==> config.mk <==
export PLATFORM = sky130hd
export DESIGN_NAME = windowed_watchdog_clock_monitor
export DESIGN_NICKNAME = d
export VERILOG_FILES = /design/src/rtl/wdog_pkg.sv /design/src/rtl/windowed_watchdog_clock_monitor.sv
export SDC_FILE = /design/constraint.sdc
export NUM_CORES = 1
export LEC_CHECK = 0
export BUFFER_PORTS_ARGS = -buffer_cell sky130_fd_sc_hd__clkbuf_2
export CAP_MARGIN = 30
export CORE_MARGIN = 4
export CORE_UTILIZATION = 32
export CTS_CLUSTER_DIAMETER = 60
export DETAILED_ROUTE_END_ITERATION = 8
export SLEW_MARGIN = 20
export SYNTH_ARGS = -nofsm -noshare
export SYNTH_HDL_FRONTEND = slang
export SYNTH_SLANG_ARGS = --single-unit
==> constraint.sdc <==
create_clock -name sys_clk_in -period 4.3 [get_ports sys_clk_in]
set_input_delay 0.43 -clock sys_clk_in [delete_from_list [all_inputs] [get_ports sys_clk_in]]
set_output_delay 0.43 -clock sys_clk_in [all_outputs]
set_load 0.05 [all_outputs]
==> src/rtl/wdog_pkg.sv <==
// package for the windowed watchdog and clock monitor
// assumes one instruction-cycle clock and a synchronous reset
package wdog_pkg;

   // ******************************
   // service register layout
   // ******************************
   localparam int          WIN_HI_POS   = 7;
   localparam int          WIN_LO_POS   = 6;
   localparam int          KEY_HI_POS   = 5;
   localparam int          KEY_LO_POS   = 1;
   localparam int          CM_POS       = 0;
   localparam logic [4:0]  KEY_VALUE    = 5'h0C;
   localparam logic [1:0]  WIN_RESET    = 2'h3;
   localparam logic        CM_RESET     = 1'b1;
   localparam logic        OPT_WD_ON    = 1'b0;
   localparam int          OPT_WD_POS   = 2;

   // ******************************
   // window limits in cycles
   // ******************************
   localparam logic [16:0] LOWER_LIMIT  = 17'h0_0100;
   localparam logic [16:0] UPPER_8K     = 17'h0_2000;
   localparam logic [16:0] UPPER_16K    = 17'h0_4000;
   localparam logic [16:0] UPPER_32K    = 17'h0_8000;
   localparam logic [16:0] UPPER_64K    = 17'h1_0000;

   // ******************************
   // timing
   // ******************************
   localparam int          CLK_MHZ      = 100;
   localparam int          HOLD_MIN_CYC = 16;
   localparam int          HOLD_MAX_CYC = 32;
   localparam logic [5:0]  HOLD_CYC     = 6'h14;
   localparam int          CM_MIN_HZ    = 10;
   localparam int          CM_OK_HZ     = 10_000;
   localparam int          IDLE_TICK_BIT = 12;

   // ******************************
   // rom and ram corner values
   // ******************************
   localparam logic [7:0]  TRAP_OPCODE  = 8'h00;
   localparam logic [7:0]  SP_RESET     = 8'h6F;
   localparam logic [6:0]  RAM_HOLE_LO  = 7'h70;
   localparam logic [7:0]  RAM_HOLE_VAL = 8'hFF;

   typedef enum logic [1:0] {ST_RUN, ST_FAULT, ST_RELEASE} fault_state_e;

   typedef struct packed {
      fault_state_e state;
      logic         configured;
      logic [1:0]   win;
      logic         cm_en;
      logic [16:0]  count;
      logic [5:0]   hold;
      logic         cm_err;
      logic [13:0]  idle_cnt;
      logic         idle_pend;
      logic         halt_prev;
      logic         idle_prev;
      logic         pin_low;
      logic [7:0]   rd_data;
   } wd_state_s;

endpackage : wdog_pkg

==> src/rtl/windowed_watchdog_clock_monitor.sv <==
// windowed watchdog, clock monitor and illegal-condition helpers
// assumes sys_clk_in is the instruction-cycle clock, fault pin wired to reset logic
`timescale 1ns/1ns
`default_nettype none

module windowed_watchdog_clock_monitor #(
   parameter int CM_TIMEOUT = wdog_pkg::CLK_MHZ * 1_000_000 / wdog_pkg::CM_OK_HZ
) (
   input  wire logic       sys_clk_in,
   input  wire logic       srst_in,
   input  wire logic [7:0] option_byte_in,
   input  wire logic       svc_wr_in,
   input  wire logic [7:0] svc_wdata_in,
   output logic      [7:0] svc_rdata_out,
   input  wire logic       halt_in,
   input  wire logic       idle_in,
   input  wire logic       crystal_osc_in,
   input  wire logic       oscillator_startup_delay_sel_in,
   input  wire logic       clock_input_pin_tick_in,
   input  wire logic       idle_pend_clr_in,
   output logic            idle_tick_pending_out,
   input  wire logic       fault_output_pin_in,
   output logic            fault_output_pin_out,
   output logic            fault_output_pin_oe_out,
   output logic            port_g_bit_one_wdog_out,
   input  wire logic [11:0] rom_addr_in,
   input  wire logic [11:0] rom_size_in,
   input  wire logic [7:0] rom_data_in,
   output logic      [7:0] rom_fetch_out,
   input  wire logic [6:0] ram_addr_in,
   input  wire logic [7:0] ram_data_in,
   output logic      [7:0] ram_rdata_out,
   output logic      [7:0] sp_reset_out
);

   // ******************************
   // state
   // ******************************
   // power-up value only: reset leaves the idle counter running
   wdog_pkg::wd_state_s s_q = '0;
   wdog_pkg::wd_state_s s_d;
   logic [31:0]         cm_gap_q;
   logic                wd_en;
   logic [16:0]         upper;
   logic                key_ok, all_ok, early, late, active;

   assign wd_en = (option_byte_in[wdog_pkg::OPT_WD_POS] == wdog_pkg::OPT_WD_ON);

   always_comb begin
      case (s_q.win)
         2'h0:    upper = wdog_pkg::UPPER_8K;
         2'h1:    upper = wdog_pkg::UPPER_16K;
         2'h2:    upper = wdog_pkg::UPPER_32K;
         default: upper = wdog_pkg::UPPER_64K;
      endcase
   end

   assign key_ok = svc_wdata_in[wdog_pkg::KEY_HI_POS:wdog_pkg::KEY_LO_POS] == wdog_pkg::KEY_VALUE;
   assign all_ok = key_ok && (svc_wdata_in[wdog_pkg::WIN_HI_POS:wdog_pkg::WIN_LO_POS] == s_q.win)
                   && (svc_wdata_in[wdog_pkg::CM_POS] == s_q.cm_en);
   assign active = wd_en && !halt_in && !idle_in;
   assign early  = s_q.configured && (s_q.count < wdog_pkg::LOWER_LIMIT);
   assign late   = (s_q.count >= upper);

   // monitor gap counter, runs in halt and idle
   always_ff @(posedge sys_clk_in) begin
      if (srst_in || clock_input_pin_tick_in) begin
         cm_gap_q <= 32'h0000_0000;
      end else if (cm_gap_q < CM_TIMEOUT) begin
         cm_gap_q <= cm_gap_q + 32'h0000_0001;
      end
   end

   // ******************************
   // next state
   // ******************************
   always_comb begin
      s_d = s_q;
      s_d.halt_prev = halt_in;
      s_d.idle_prev = idle_in;
      s_d.pin_low   = !fault_output_pin_in;
      s_d.cm_err = wd_en && s_q.cm_en && (cm_gap_q >= CM_TIMEOUT);
      // idle tick, set wins over clear
      s_d.idle_cnt = s_q.idle_cnt + 14'h0001;
      if (idle_pend_clr_in) begin
         s_d.idle_pend = 1'b0;
      end
      if (s_d.idle_cnt[wdog_pkg::IDLE_TICK_BIT] != s_q.idle_cnt[wdog_pkg::IDLE_TICK_BIT]) begin
         s_d.idle_pend = 1'b1;
      end
      s_d.rd_data = {s_q.win, 5'h00, s_q.cm_en};
      case (s_q.state)
         wdog_pkg::ST_RUN: begin
            if (active && !late) begin
               s_d.count = s_q.count + 17'h0_0001;
            end
            if (s_q.halt_prev && !halt_in &&
                (crystal_osc_in || oscillator_startup_delay_sel_in)) begin
               s_d.count = 17'h0_0000;
            end
            if (s_q.idle_prev && !idle_in) begin
               s_d.count = 17'h0_0000;
            end
            if (active && svc_wr_in) begin
               if (!s_q.configured) begin
                  if (key_ok) begin
                     s_d.configured = 1'b1;
                     s_d.win   = svc_wdata_in[wdog_pkg::WIN_HI_POS:wdog_pkg::WIN_LO_POS];
                     s_d.cm_en = svc_wdata_in[wdog_pkg::CM_POS];
                     s_d.count = 17'h0_0000;
                  end else begin
                     s_d.state = wdog_pkg::ST_FAULT;
                  end
               end else if (all_ok && !early) begin
                  s_d.count = 17'h0_0000;
               end else begin
                  s_d.state = wdog_pkg::ST_FAULT;
               end
            end
            if (active && late) begin
               s_d.state = wdog_pkg::ST_FAULT;
            end
            s_d.hold = wdog_pkg::HOLD_CYC;
         end
         wdog_pkg::ST_FAULT: begin
            if (s_q.pin_low) begin
               s_d.hold = s_q.hold - 6'h01;
               if (s_q.hold == 6'h01) begin
                  s_d.state = wdog_pkg::ST_RELEASE;
               end
            end
         end
         wdog_pkg::ST_RELEASE: begin
            if (!s_q.pin_low) begin
               s_d.count = 17'h0_0000;
               s_d.state = wdog_pkg::ST_RUN;
            end
         end
         default: begin
            s_d.state = wdog_pkg::ST_RUN;
         end
      endcase
      if (s_q.cm_err) begin
         s_d.hold  = wdog_pkg::HOLD_CYC;
         s_d.state = wdog_pkg::ST_FAULT;
      end
   end

   always_ff @(posedge sys_clk_in) begin
      if (srst_in) begin
         s_q.state      <= wdog_pkg::ST_RUN;
         s_q.configured <= 1'b0;
         s_q.win        <= wdog_pkg::WIN_RESET;
         s_q.cm_en      <= wdog_pkg::CM_RESET;
         s_q.count      <= 17'h0_0000;
         s_q.hold       <= wdog_pkg::HOLD_CYC;
         s_q.cm_err     <= 1'b0;
         s_q.idle_pend  <= 1'b0;
         s_q.halt_prev  <= 1'b0;
         s_q.idle_prev  <= 1'b0;
         s_q.pin_low    <= 1'b0;
         s_q.rd_data    <= 8'h00;
         s_q.idle_cnt   <= s_d.idle_cnt;
      end else begin
         s_q <= s_d;
      end
   end

   // ******************************
   // outputs
   // ******************************
   assign svc_rdata_out           = s_q.rd_data;
   assign idle_tick_pending_out   = s_q.idle_pend;
   assign fault_output_pin_out    = 1'b0;
   assign fault_output_pin_oe_out = !srst_in && (s_q.state == wdog_pkg::ST_FAULT);
   assign port_g_bit_one_wdog_out = wd_en;
   assign rom_fetch_out = (rom_addr_in < rom_size_in) ? rom_data_in : wdog_pkg::TRAP_OPCODE;
   assign ram_rdata_out = (ram_addr_in >= wdog_pkg::RAM_HOLE_LO) ? wdog_pkg::RAM_HOLE_VAL
                                                                 : ram_data_in;
   assign sp_reset_out  = wdog_pkg::SP_RESET;
endmodule : windowed_watchdog_clock_monitor

`default_nettype wire

==> impl_metrics.csv, run 1 <==
group,metric,value,unit
run_status,status,"finished clean",
grt,globalRoute.totalOverflow,0,
worst_setup_path,r2r_end,"s_q[44]",
yosys,synth_seq_cells,81,
placement,final_weighted_congestion_of_routability_driven_global_placement,0.813,
power_and_ir_drop,combPwrFrac,13.8,%
sta,final_critical_path_required_period,2.77,ns
worst_setup_path,ff2ff_setup_slack,1.79,ns
cells_and_area,layout.cells.non_filler,745,
detailed_routing,finalWirelength,9430,um
floorplan,io-pin-count,109,
cells_and_area,layout.filler_cells,1326,
detailed_routing,drt_pass1_iterations,4,
grt,groute.usage.overall,12.6,%
yosys,yosysTopAreaCellShare,38.5,%
job,maxCapViolations,0,
worst_setup_path,cp_slowest_stage_delay,0.74,ns
floorplan,placement_rows,41,
cells_and_area,syn_to_final_growth,19.1,%
worst_setup_path,cp_common_cell,"clkbuf_2",
cts,clockRootBuffer,"clkbuf_16",
power_and_ir_drop,vdd_drop_max,0.219,mV
worst_setup_path,critical_path_type,"input port to output port",
sta,worst_slew_margin_rel,44.1,%
sta,period_share,64.3,%
cts,cts.repair_timing.setup_buffer_count,0,
worst_setup_path,timing.critical_path.fanout_max,5,
cts,cts.sinks,81,
cts,cts_tree,"done",
floorplan,fp.dieArea,15000,um^2
placement,placed_wire_length_estimate_after_detailed_placement,7320,um
sta,timing.setup.tns,0,ns
min_path,hold_path_depth,2,
placement,pre_cts_ws,1.60,ns
yosys,dominant_cell_by_count_in_the_synthesized_netlist,"dfxtp_1",
floorplan,dieHeight,123,um
power_and_ir_drop,sequential_fraction_of_design_power,43.4,%
detailed_routing,drc_violation_total_after_the_first_tritonroute_iteration,161,
sta,worst_slack,1.53,ns
detailed_routing,drc,0,
cts,cts_htree_levels,3,
worst_setup_path,cp-start-kind,"input port",
grt,maximum_number_of_pins_on_one_net_before_global_route_repair,21,
cells_and_area,drive_above_1_share,19.9,%
cts,clock_latency_at_the_later_pin_of_the_worst_skew_pair,0.34,ns
placement,io_buffers,83,
yosys,synth_enable_flop_cells,0,
yosys,netlist_top_cells_area,"dfxtp_1 39%, ha_1 6.5%, and2_1 3.6%",
yosys,synth_cell_types,54,
yosys,yosys_most_used_dff,"dfxtp_1",
grt,grt_antenna_before_repair,0,
yosys,syn-instance-count,487,
cts,cts_hold_buf,0,
min_path,min-delay-path-class,"input port to flip-flop",
cts,clk_pin_slew,0.06,ns
detailed_routing,antenna_violating_nets_post_route,0,
grt,grt_pass1_wl,15600,um
cts,cts_made_buffers,9,
cts,cts_resized,0,
worst_setup_path,critPathTopFamily,"simple AND/OR/NAND/NOR gates",
sta,clock-skew-final,0.00722,ns
sta,fmax,362,MHz
sta,hold_viol,0,
detailed_routing,routed-via-count,3637,
floorplan,fp.coreArea,12700,um^2
yosys,asyncSetResetFlopFracSynth,0,%
yosys,synth-warning-count,0,
cts,clk_path_buf_depth,2,
cells_and_area,final_core_density,39.4,%
sta,finalSetupViolCount,0,
worst_setup_path,slowest_stage_cell_crit_path,"nor4_1",
worst_setup_path,cp_num_buf_inv,4,
worst_setup_path,timing.critical_path.to_type,"output port",
worst_setup_path,worst_r2r_path_cells,8,
yosys,yosys.area.top_type,"dfxtp_1",
power_and_ir_drop,pwr-share-clk,42.8,%
detailed_routing,post_drt_wl_per_cell,12.7,um
worst_setup_path,cp_data_required_time,3.87,ns
cells_and_area,nets,663,
yosys,synth_area,4210,um^2
floorplan,die_width,123,um
power_and_ir_drop,power.share.switching,28.8,%
yosys,synthesized_area_per_cell,8.64,um^2
power_and_ir_drop,p_switching,505,uW
power_and_ir_drop,internal_power,1.25,mW
worst_setup_path,critical_path_arrival,2.34,ns
worst_setup_path,timing.critical_path.cells,"clkbuf_2 -> inv_1 -> ha_1 -> nor4_1 -> buf_1 -> nand3_1 -> o21ai_0 -> clkbuf_2",
grt,grt_pass1_vias,3449,
detailed_routing,vias_per_cell,4.88,
yosys,synthTopCellsByCount,"81 x dfxtp_1, 29 x inv_1, 29 x nand2_1, 29 x nor2_1",
sta,final_max_slew_viol_count,0,
yosys,fraction_of_the_yosys_area_taken_by_sequential_cells,38.5,%
min_path,hold_end,"s_q[8]",
placement,placed_cells,728,
min_path,timing.hold.worst.start,"fault_output_pin_in",
sta,grt_setup_unrepaired,"no",
worst_setup_path,launch_point_of_the_worst_reg_to_reg_path,"s_d[7]",
sta,tightest_slew,0.830,ns
power_and_ir_drop,cellLeakagePower,2.14,nW
cells_and_area,antenna_cells_inserted,0,
floorplan,initial_utilization,33.1,%
power_and_ir_drop,power.density_cell_area,350,nW/um^2
==> through the flow <==
step                instance area [um^2]  hold slack, ns  total power [mW]
finish                              5010           0.252              1.75
global route                        5010           0.255              1.83
CTS                                 5010           0.246              1.77
detailed placement                  4710           0.405              1.02
global placement                    4700           0.398              1.01
floorplan                           4250           0.383             0.966
==> cells by family (layout without fill, tap and decap cells) <==
logic type / after synthesis / in the layout / synth area share (%)
compound gates: 82 / 82 / 12.0
fa+ha+maj: 22 / 22 / 6.54
flops: 81 / 81 / 38.5
simple gates: 211 / 211 / 29.1
other cells: 2 / 14 / 0.178
xor+xnor: 30 / 30 / 6.24
buf+inv: 57 / 131 / 6.84
mux: 2 / 2 / 0.476
==> layout make-up <==
class	instances	area, um^2	area share [%]
clock buffers	10	239	4.77
inverters	29	109	2.17
flip-flops and latches	81	1620	32.3
repair buffers	86	429	8.56
multi-input cells	361	2340	46.7
well taps	172	215	4.29
clock inverters	6	56.3	1.12
==> power by group through the flow <==
stage	combinational (mW)	sequential, mW	clock (mW)
final	0.243	0.760	0.750
after global routing	0.263	0.760	0.803
after CTS	0.244	0.760	0.766
after detailed placement	0.243	0.777	0
after global placement	0.238	0.777	0
after floorplan	0.188	0.778	0
==> flip-flops by register name (all words and copies together) (netlist names) <==
name / count
svc_rdata_out: 3
cm_gap_q: 32
s_d: 3
s_q: 42
idle_tick_pending_out: 1
==> per-layer routing <==
metal	GRT usage, %	part of all wire [%]	up-vias
met3	3.50	5.2	14
met5	0	0	-
met4	3.64	1.3	0
met2	21.1	48	92
li1	-	-	1841
met1	15.8	46	1690
==> cells in the final DEF (no fill, tap or decap), drive strengths merged, types with 3 or more instances in the layout <==
| master | count |
|---|---|
| dfxtp | 81 |
| nor2b | 9 |
| nor3 | 11 |
| nor2 | 29 |
| o21ai | 21 |
| nand2 | 29 |
| clkbuf | 94 |
| nand4 | 16 |
| or4 | 4 |
| and4 | 4 |
| or3 | 3 |
| a21oi | 27 |
| a21o | 7 |
| and3 | 6 |
| nand3 | 27 |
| a31oi | 11 |
| inv | 33 |
| nand2b | 18 |
| nor4 | 15 |
| xnor2 | 15 |
| and2 | 24 |
| nor3b | 9 |
| xor2 | 15 |
| ha | 22 |
| conb | 14 |
| o21ba | 3 |
==> how the worst max path moves through the flow <==
stage / from / to / depth (start not counted)
2_1_floorplan: rom_size_in[5] / rom_fetch_out[0] / 7
3_3_place_gp: rom_size_in[9] / rom_fetch_out[7] / 7
3_5_place_dp: rom_size_in[9] / rom_fetch_out[7] / 8
4_1_cts: rom_size_in[5] / rom_fetch_out[7] / 9
5_1_grt: rom_size_in[5] / rom_fetch_out[7] / 9
6_report: rom_size_in[9] / rom_fetch_out[4] / 8
No activity file was read; power rests on OpenSTA's default activity.
==> inputs of run 2 (changes only) <==
ABC_AREA = 1   (was unset)
clock period = 2.4 ns   (was 4.3 ns; I/O delays follow)
==> run 2 against run 1 <==
Area after synthesis grew 8.7%. Global-route usage shrank 1.0 points. Core utilization shrank 0.51 points. Routed wire length shrank 2.4%. Final area grew 8.1%. Clock skew shrank 0.0012 ns. First-iteration DRC count grew 26%. Sequential power grew 83%. Via count grew 9.8%. Non-clock buffer count is the same. Power grew 94%.
==> impl_metrics.csv, run 2 <==
group,metric,value,unit
run_status,status,"finished clean",
detailed_routing,drc_violation_total_after_the_first_tritonroute_iteration,203,
yosys,asyncSetResetFlopFracSynth,0,%
sta,worst_slack,0.339,ns
power_and_ir_drop,vdd_drop_max,0.496,mV
sta,tightest_slew,0.801,ns
yosys,yosys_most_used_dff,"dfxtp_1",
power_and_ir_drop,p_switching,957,uW
placement,placed_cells,915,
sta,period_share,85.9,%
sta,fmax,485,MHz
detailed_routing,vias_per_cell,4.29,
floorplan,die_width,128,um
cts,clk_pin_slew,0.07,ns
min_path,min-delay-path-class,"input port to flip-flop",
job,maxCapViolations,0,
cells_and_area,post-route-cell-area,5420,um^2
power_and_ir_drop,power.share.switching,28.2,%
floorplan,dieHeight,128,um
yosys,synth_seq_cells,81,
grt,grt_pass1_wl,15800,um
worst_setup_path,cp-start-kind,"flip-flop",
power_and_ir_drop,combPwrFrac,14.1,%
worst_setup_path,cp_data_required_time,2.62,ns
worst_setup_path,crit_path_start,"s_d[6]",
power_and_ir_drop,pwr-share-clk,45.0,%
cells_and_area,largest_register_ffs,42,
cells_and_area,top_reg_by_flops,"s_q",
cts,cts_hold_buf,0,
detailed_routing,post_drt_wl_per_cell,9.88,um
detailed_routing,drt_pass1_iterations,4,
floorplan,initial_utilization,32.8,%
sta,finalSetupViolCount,0,
placement,placed_cell_area,5090,um^2
worst_setup_path,critical_path_arrival,2.28,ns
sta,worst_slew_margin_rel,46.6,%
detailed_routing,antenna_violating_nets_post_route,0,
power_and_ir_drop,cellLeakagePower,2.54,nW
yosys,synth_area,4580,um^2
yosys,synth_cell_types,41,
worst_setup_path,r2r_end,"s_q[47]",
yosys,dominant_cell_by_count_in_the_synthesized_netlist,"nand2_1",
power_and_ir_drop,p_total,3.40,mW
cells_and_area,drive_above_1_share,16.9,%
yosys,synthTopCellsByCount,"121 x nand2_1, 118 x inv_1, 103 x nor2_1, 81 x dfxtp_1, 37 x a21oi_1",
grt,grt_pass1_vias,3640,
sta,timing.setup.tns,0,ns
yosys,synthesized_area_per_cell,6.88,um^2
power_and_ir_drop,sequential_fraction_of_design_power,40.9,%
cts,cts_tree,"done",
cells_and_area,nets,841,
cts,clk_path_buf_depth,2,
worst_setup_path,timing.critical_path.fanout_max,18,
cts,clock_latency_at_the_later_pin_of_the_worst_skew_pair,0.34,ns
placement,io_buffers,83,
worst_setup_path,launch_point_of_the_worst_reg_to_reg_path,"s_d[6]",
worst_setup_path,critical_path_type,"flip-flop to flip-flop",
cells_and_area,final_core_density,38.9,%
placement,placed_wire_length_estimate_after_detailed_placement,7070,um
grt,maximum_number_of_pins_on_one_net_before_global_route_repair,28,
floorplan,fp.coreArea,13900,um^2
worst_setup_path,crit_path_end,"s_q[47]",
worst_setup_path,timing.critical_path.to_type,"flip-flop",
yosys,syn-instance-count,665,
placement,final_weighted_congestion_of_routability_driven_global_placement,0.842,
cells_and_area,largest_registers,"s_q x42, cm_gap_q x32",
cts,cts_made_buffers,9,
power_and_ir_drop,internal_power,2.44,mW
detailed_routing,finalWirelength,9200,um
yosys,yosysTopAreaCellShare,35.4,%
cts,cts.sinks,81,
grt,grt_antenna_before_repair,0,
detailed_routing,routed-via-count,3995,
cells_and_area,layout_commonest_cell,"nand2_1",
sta,final_max_slew_viol_count,0,
cts,cts.repair_timing.setup_buffer_count,0,
yosys,netlist_top_cells_area,"dfxtp_1 35%, nand2_1 9.9%, inv_1 9.7%",
worst_setup_path,worst_r2r_path_cells,12,
sta,grt_setup_unrepaired,"no",
cells_and_area,antenna_cells_inserted,0,
yosys,synth_enable_flop_cells,0,
worst_setup_path,ff2ff_setup_slack,0.34,ns
cells_and_area,layout.cells.non_filler,931,
floorplan,io-pin-count,109,
cts,cts_htree_levels,3,
placement,pre_cts_ws,0.321,ns
sta,clock-skew-final,0.00602,ns
cells_and_area,syn_to_final_growth,18.5,%
sta,hold_viol,0,
yosys,synth-warning-count,0,
sta,hold-worst-slack,0.0504,ns
cts,clockRootBuffer,"clkbuf_16",
grt,globalRoute.totalOverflow,0,
cts,cts_resized,0,
yosys,fraction_of_the_yosys_area_taken_by_sequential_cells,35.4,%
floorplan,fp.dieArea,16300,um^2
yosys,yosys.area.top_type,"dfxtp_1",
floorplan,placement_rows,43,
cells_and_area,layout.cells.most_common_list,"121 x nand2_1, 118 x inv_1, 103 x nor2_1",
grt,groute.usage.overall,11.6,%
power_and_ir_drop,power.density_cell_area,627,nW/um^2
sta,final_critical_path_required_period,2.06,ns
detailed_routing,drc,0,
-- run 2: cell type report --
class | instances | area [um^2]
sequential | 81 | 1620
timing repair buffer | 86 | 438
multi-input combinational | 447 | 2340
inverter | 121 | 457
fill | 1500 | 8510
tap | 180 | 225
clock buffer | 9 | 225
clock inverter | 7 | 109
-- run 2: per-layer routing --
metal | global-route usage [%] | wire (um) | up-vias
met5 | 0 | 0 | -
met3 | 2.93 | 368 | 9
li1 | - | - | 2206
met4 | 3.50 | 145 | 0
met2 | 19.2 | 4250 | 66
met1 | 14.9 | 4430 | 1714
-- run 2: worst min path at each step --
stage / cells after the start / end / from
final: 2 / s_q[8] / fault_output_pin_in
after global routing: 2 / s_q[8] / fault_output_pin_in
after CTS: 2 / s_q[8] / fault_output_pin_in
after global placement: 1 / s_q[12] / s_q[12]
after detailed placement: 1 / s_q[12] / s_q[12]
after floorplan: 1 / s_q[8] / fault_output_pin_in
-- run 2: power by group through the flow --
stage | combinational [mW] | sequential (mW) | clock, mW
floorplan | 0.383 | 1.42 | 0
global placement | 0.481 | 1.42 | 0
detailed placement | 0.483 | 1.42 | 0
CTS | 0.485 | 1.39 | 1.58
global route | 0.538 | 1.39 | 1.63
finish | 0.479 | 1.39 | 1.53
-- run 2: cell families after synthesis --
logic type,synth area share [%]
xor+xnor,4.21
buf+inv,14.3
other cells,0.164
fa+ha+maj,6.02
flops,35.4
simple gates,30.1
compound gates,9.82
-- run 2: worst max-delay path: stages (launching register included) --
cell and delay (ns):
dfxtp_1 0.43, nand2_1 0.10, ha_1 0.29, nand2_1 0.07
nand2_1 0.06, a21oi_2 0.18, nand3_4 0.21, inv_4 0.23
nand2_1 0.08, o21ai_1 0.07, nor2_1 0.05, a21oi_1 0.11
nor2_1 0.05
==> inputs of run 3 (changes only) <==
clock period = 2.25 ns   (was 2.4 ns; I/O delays follow)
==> run 3 against run 2 <==
Non-clock buffer count rose by 4. Critical endpoint is now rom_fetch_out[2]. Sequential cell count did not move. Register-to-register slack got worse by 0.05 ns. Clock power fell by 3%. Worst hold slack got worse by 0.013 ns. Routed wire length rose by 0.82%. Clock skew rose by 0.00088 ns. Largest power group is now sequential cells. Critical path depth fell by 2. Cell count rose by 0.43%. Die area did not move. Power rose by 2.5%. Highest routed layer unchanged.
==> impl_metrics.csv, run 3 (synthesis gave the netlist of run 2 again) <==
group,metric,value,unit
sta,grt_setup_unrepaired,"no",
worst_setup_path,timing.critical_path.fanout_max,8,
cells_and_area,drive_above_1_share,17.4,%
power_and_ir_drop,power.density_cell_area,642,nW/um^2
cts,clock_latency_at_the_later_pin_of_the_worst_skew_pair,0.34,ns
floorplan,initial_utilization,32.8,%
detailed_routing,antenna_violating_nets_post_route,0,
cells_and_area,multiInputGateArea,2340,um^2
detailed_routing,routed.top_layer,"met4",
cts,cts_htree_levels,3,
detailed_routing,drc_violation_total_after_the_first_tritonroute_iteration,173,
placement,pre_cts_ws,0.220,ns
floorplan,io-pin-count,109,
worst_setup_path,cp-start-kind,"input port",
cells_and_area,layout.filler_cells,1484,
sta,worst_slew_margin_rel,58.3,%
worst_setup_path,timing.critical_path.to_type,"output port",
sta,final_critical_path_required_period,2.02,ns
grt,grt_pass1_vias,3728,
grt,globalRoute.totalOverflow,0,
sta,final_max_slew_viol_count,0,
cts,cts_made_buffers,9,
worst_setup_path,crit_path_end,"rom_fetch_out[2]",
worst_setup_path,launch_point_of_the_worst_reg_to_reg_path,"s_d[7]",
cts,cts.sinks,81,
worst_setup_path,critical_path_type,"input port to output port",
placement,placed_cell_area,5100,um^2
detailed_routing,vias_per_cell,4.30,
cells_and_area,post-route-cell-area,5430,um^2
sta,fmax,495,MHz
cts,cts_tree,"done",
worst_setup_path,ff2ff_setup_slack,0.29,ns
cts,clockRootBuffer,"clkbuf_16",
cells_and_area,layout.cells.most_common_list,"121 x nand2_1, 118 x inv_1, 103 x nor2_1",
cells_and_area,largest_register_ffs,42,
floorplan,fp.dieArea,16300,um^2
cells_and_area,largest_registers,"s_q x42, cm_gap_q x32",
grt,grt_antenna_before_repair,0,
power_and_ir_drop,cellLeakagePower,2.54,nW
cts,clk_path_buf_depth,2,
sta,worst_slack,0.230,ns
placement,final_weighted_congestion_of_routability_driven_global_placement,0.877,
placement,placed_wire_length_estimate_after_detailed_placement,7080,um
worst_setup_path,critical_path_arrival,1.79,ns
grt,maximum_number_of_pins_on_one_net_before_global_route_repair,28,
cts,cts_hold_buf,0,
cells_and_area,final_core_density,38.9,%
floorplan,die_width,128,um
worst_setup_path,r2r_end,"s_q[41]",
floorplan,dieHeight,128,um
sta,period_share,89.8,%
cells_and_area,area.sequential,1620,um^2
job,maxCapViolations,0,
worst_setup_path,cp_data_required_time,2.03,ns
cells_and_area,top_reg_by_flops,"s_q",
cells_and_area,nets,845,
grt,groute.usage.overall,11.8,%
worst_setup_path,worst_r2r_path_cells,12,
detailed_routing,post_drt_wl_per_cell,9.92,um
floorplan,placement_rows,43,
detailed_routing,finalWirelength,9270,um
floorplan,fp.coreArea,13900,um^2
sta,hold_viol,0,
detailed_routing,drt-met1-wl,4390,um
detailed_routing,drt_pass1_iterations,4,
sta,clock-skew-final,0.00690,ns
cts,clk_pin_slew,0.06,ns
sta,timing.setup.tns,0,ns
run_status,status,"finished clean",
detailed_routing,drc,0,
cells_and_area,layout_commonest_cell,"nand2_1",
detailed_routing,routed-via-count,4025,
sta,tightest_slew,0.626,ns
placement,io_buffers,83,
cells_and_area,syn_to_final_growth,18.6,%
detailed_routing,met2_wire_length,4330,um
grt,grt_pass1_wl,16000,um
cells_and_area,antenna_cells_inserted,0,
min_path,min-delay-path-class,"input port to flip-flop",
detailed_routing,wl_met3,383,um
sta,finalSetupViolCount,0,
power_and_ir_drop,vdd_drop_max,0.411,mV
worst_setup_path,crit_path_start,"rom_size_in[1]",
[run 3: repair_timing]
| item | in CTS | in global routing |
|---|---|---|
| setup endpoints to repair | 0 | 3 |
| setup buffers | 0 | 2 |
| resized for setup | 0 | 2 |
[run 3: final cells by class]
class	count	area share, %
Multi-Input combinational cell	447	43.2
Sequential cell	81	29.9
Timing Repair Buffer	90	8.62
Inverter	121	8.46
Clock buffer	11	4.47
Tap cell	180	4.15
Clock inverter	5	1.18
[run 3: critical path, cell delays in order]
cell and delay (ns):
clkbuf_2 0.07, inv_1 0.03, ha_1 0.25, a21boi_0 0.12
o211ai_1 0.17, nand2_1 0.08, nand3_1 0.07, o2111ai_1 0.30
nor2_1 0.18, clkbuf_2 0.30
[run 3: metal layers]
metal,up-vias,track usage [%]
li1,2215,-
met1,1733,14.9
met2,62,19.5
met3,15,3.18
met4,0,3.81
met5,-,0
[run 3: through the flow]
stage / total power, mW / hold WS [ns] / cells
detailed placement: 2.03 / 0.380 / 917
floorplan: 1.92 / 0.292 / 677
global placement: 2.03 / 0.380 / 917
CTS: 3.53 / 0.0251 / 933
global route: 3.64 / 0.0468 / 935
finish: 3.48 / 0.0377 / 935
[run 3: how the worst min path moves through the flow]
| stage | slack, ns | end | cells after the start | startpoint |
|---|---|---|---|---|
| floorplan | 0.29 | s_q[8] | 1 | fault_output_pin_in |
| global route | 0.05 | s_q[8] | 2 | fault_output_pin_in |
| detailed placement | 0.38 | s_q[8] | 2 | fault_output_pin_in |
| CTS | 0.03 | s_q[8] | 2 | fault_output_pin_in |
| finish | 0.04 | s_q[8] | 2 | fault_output_pin_in |
| global placement | 0.38 | s_q[8] | 2 | fault_output_pin_in |
[run 3: report_power, final]
part,switching (mW),internal [mW]
Clock,0.584,0.897
Sequential,0.0244,1.46
Combinational,0.364,0.155
Total,0.972,2.51
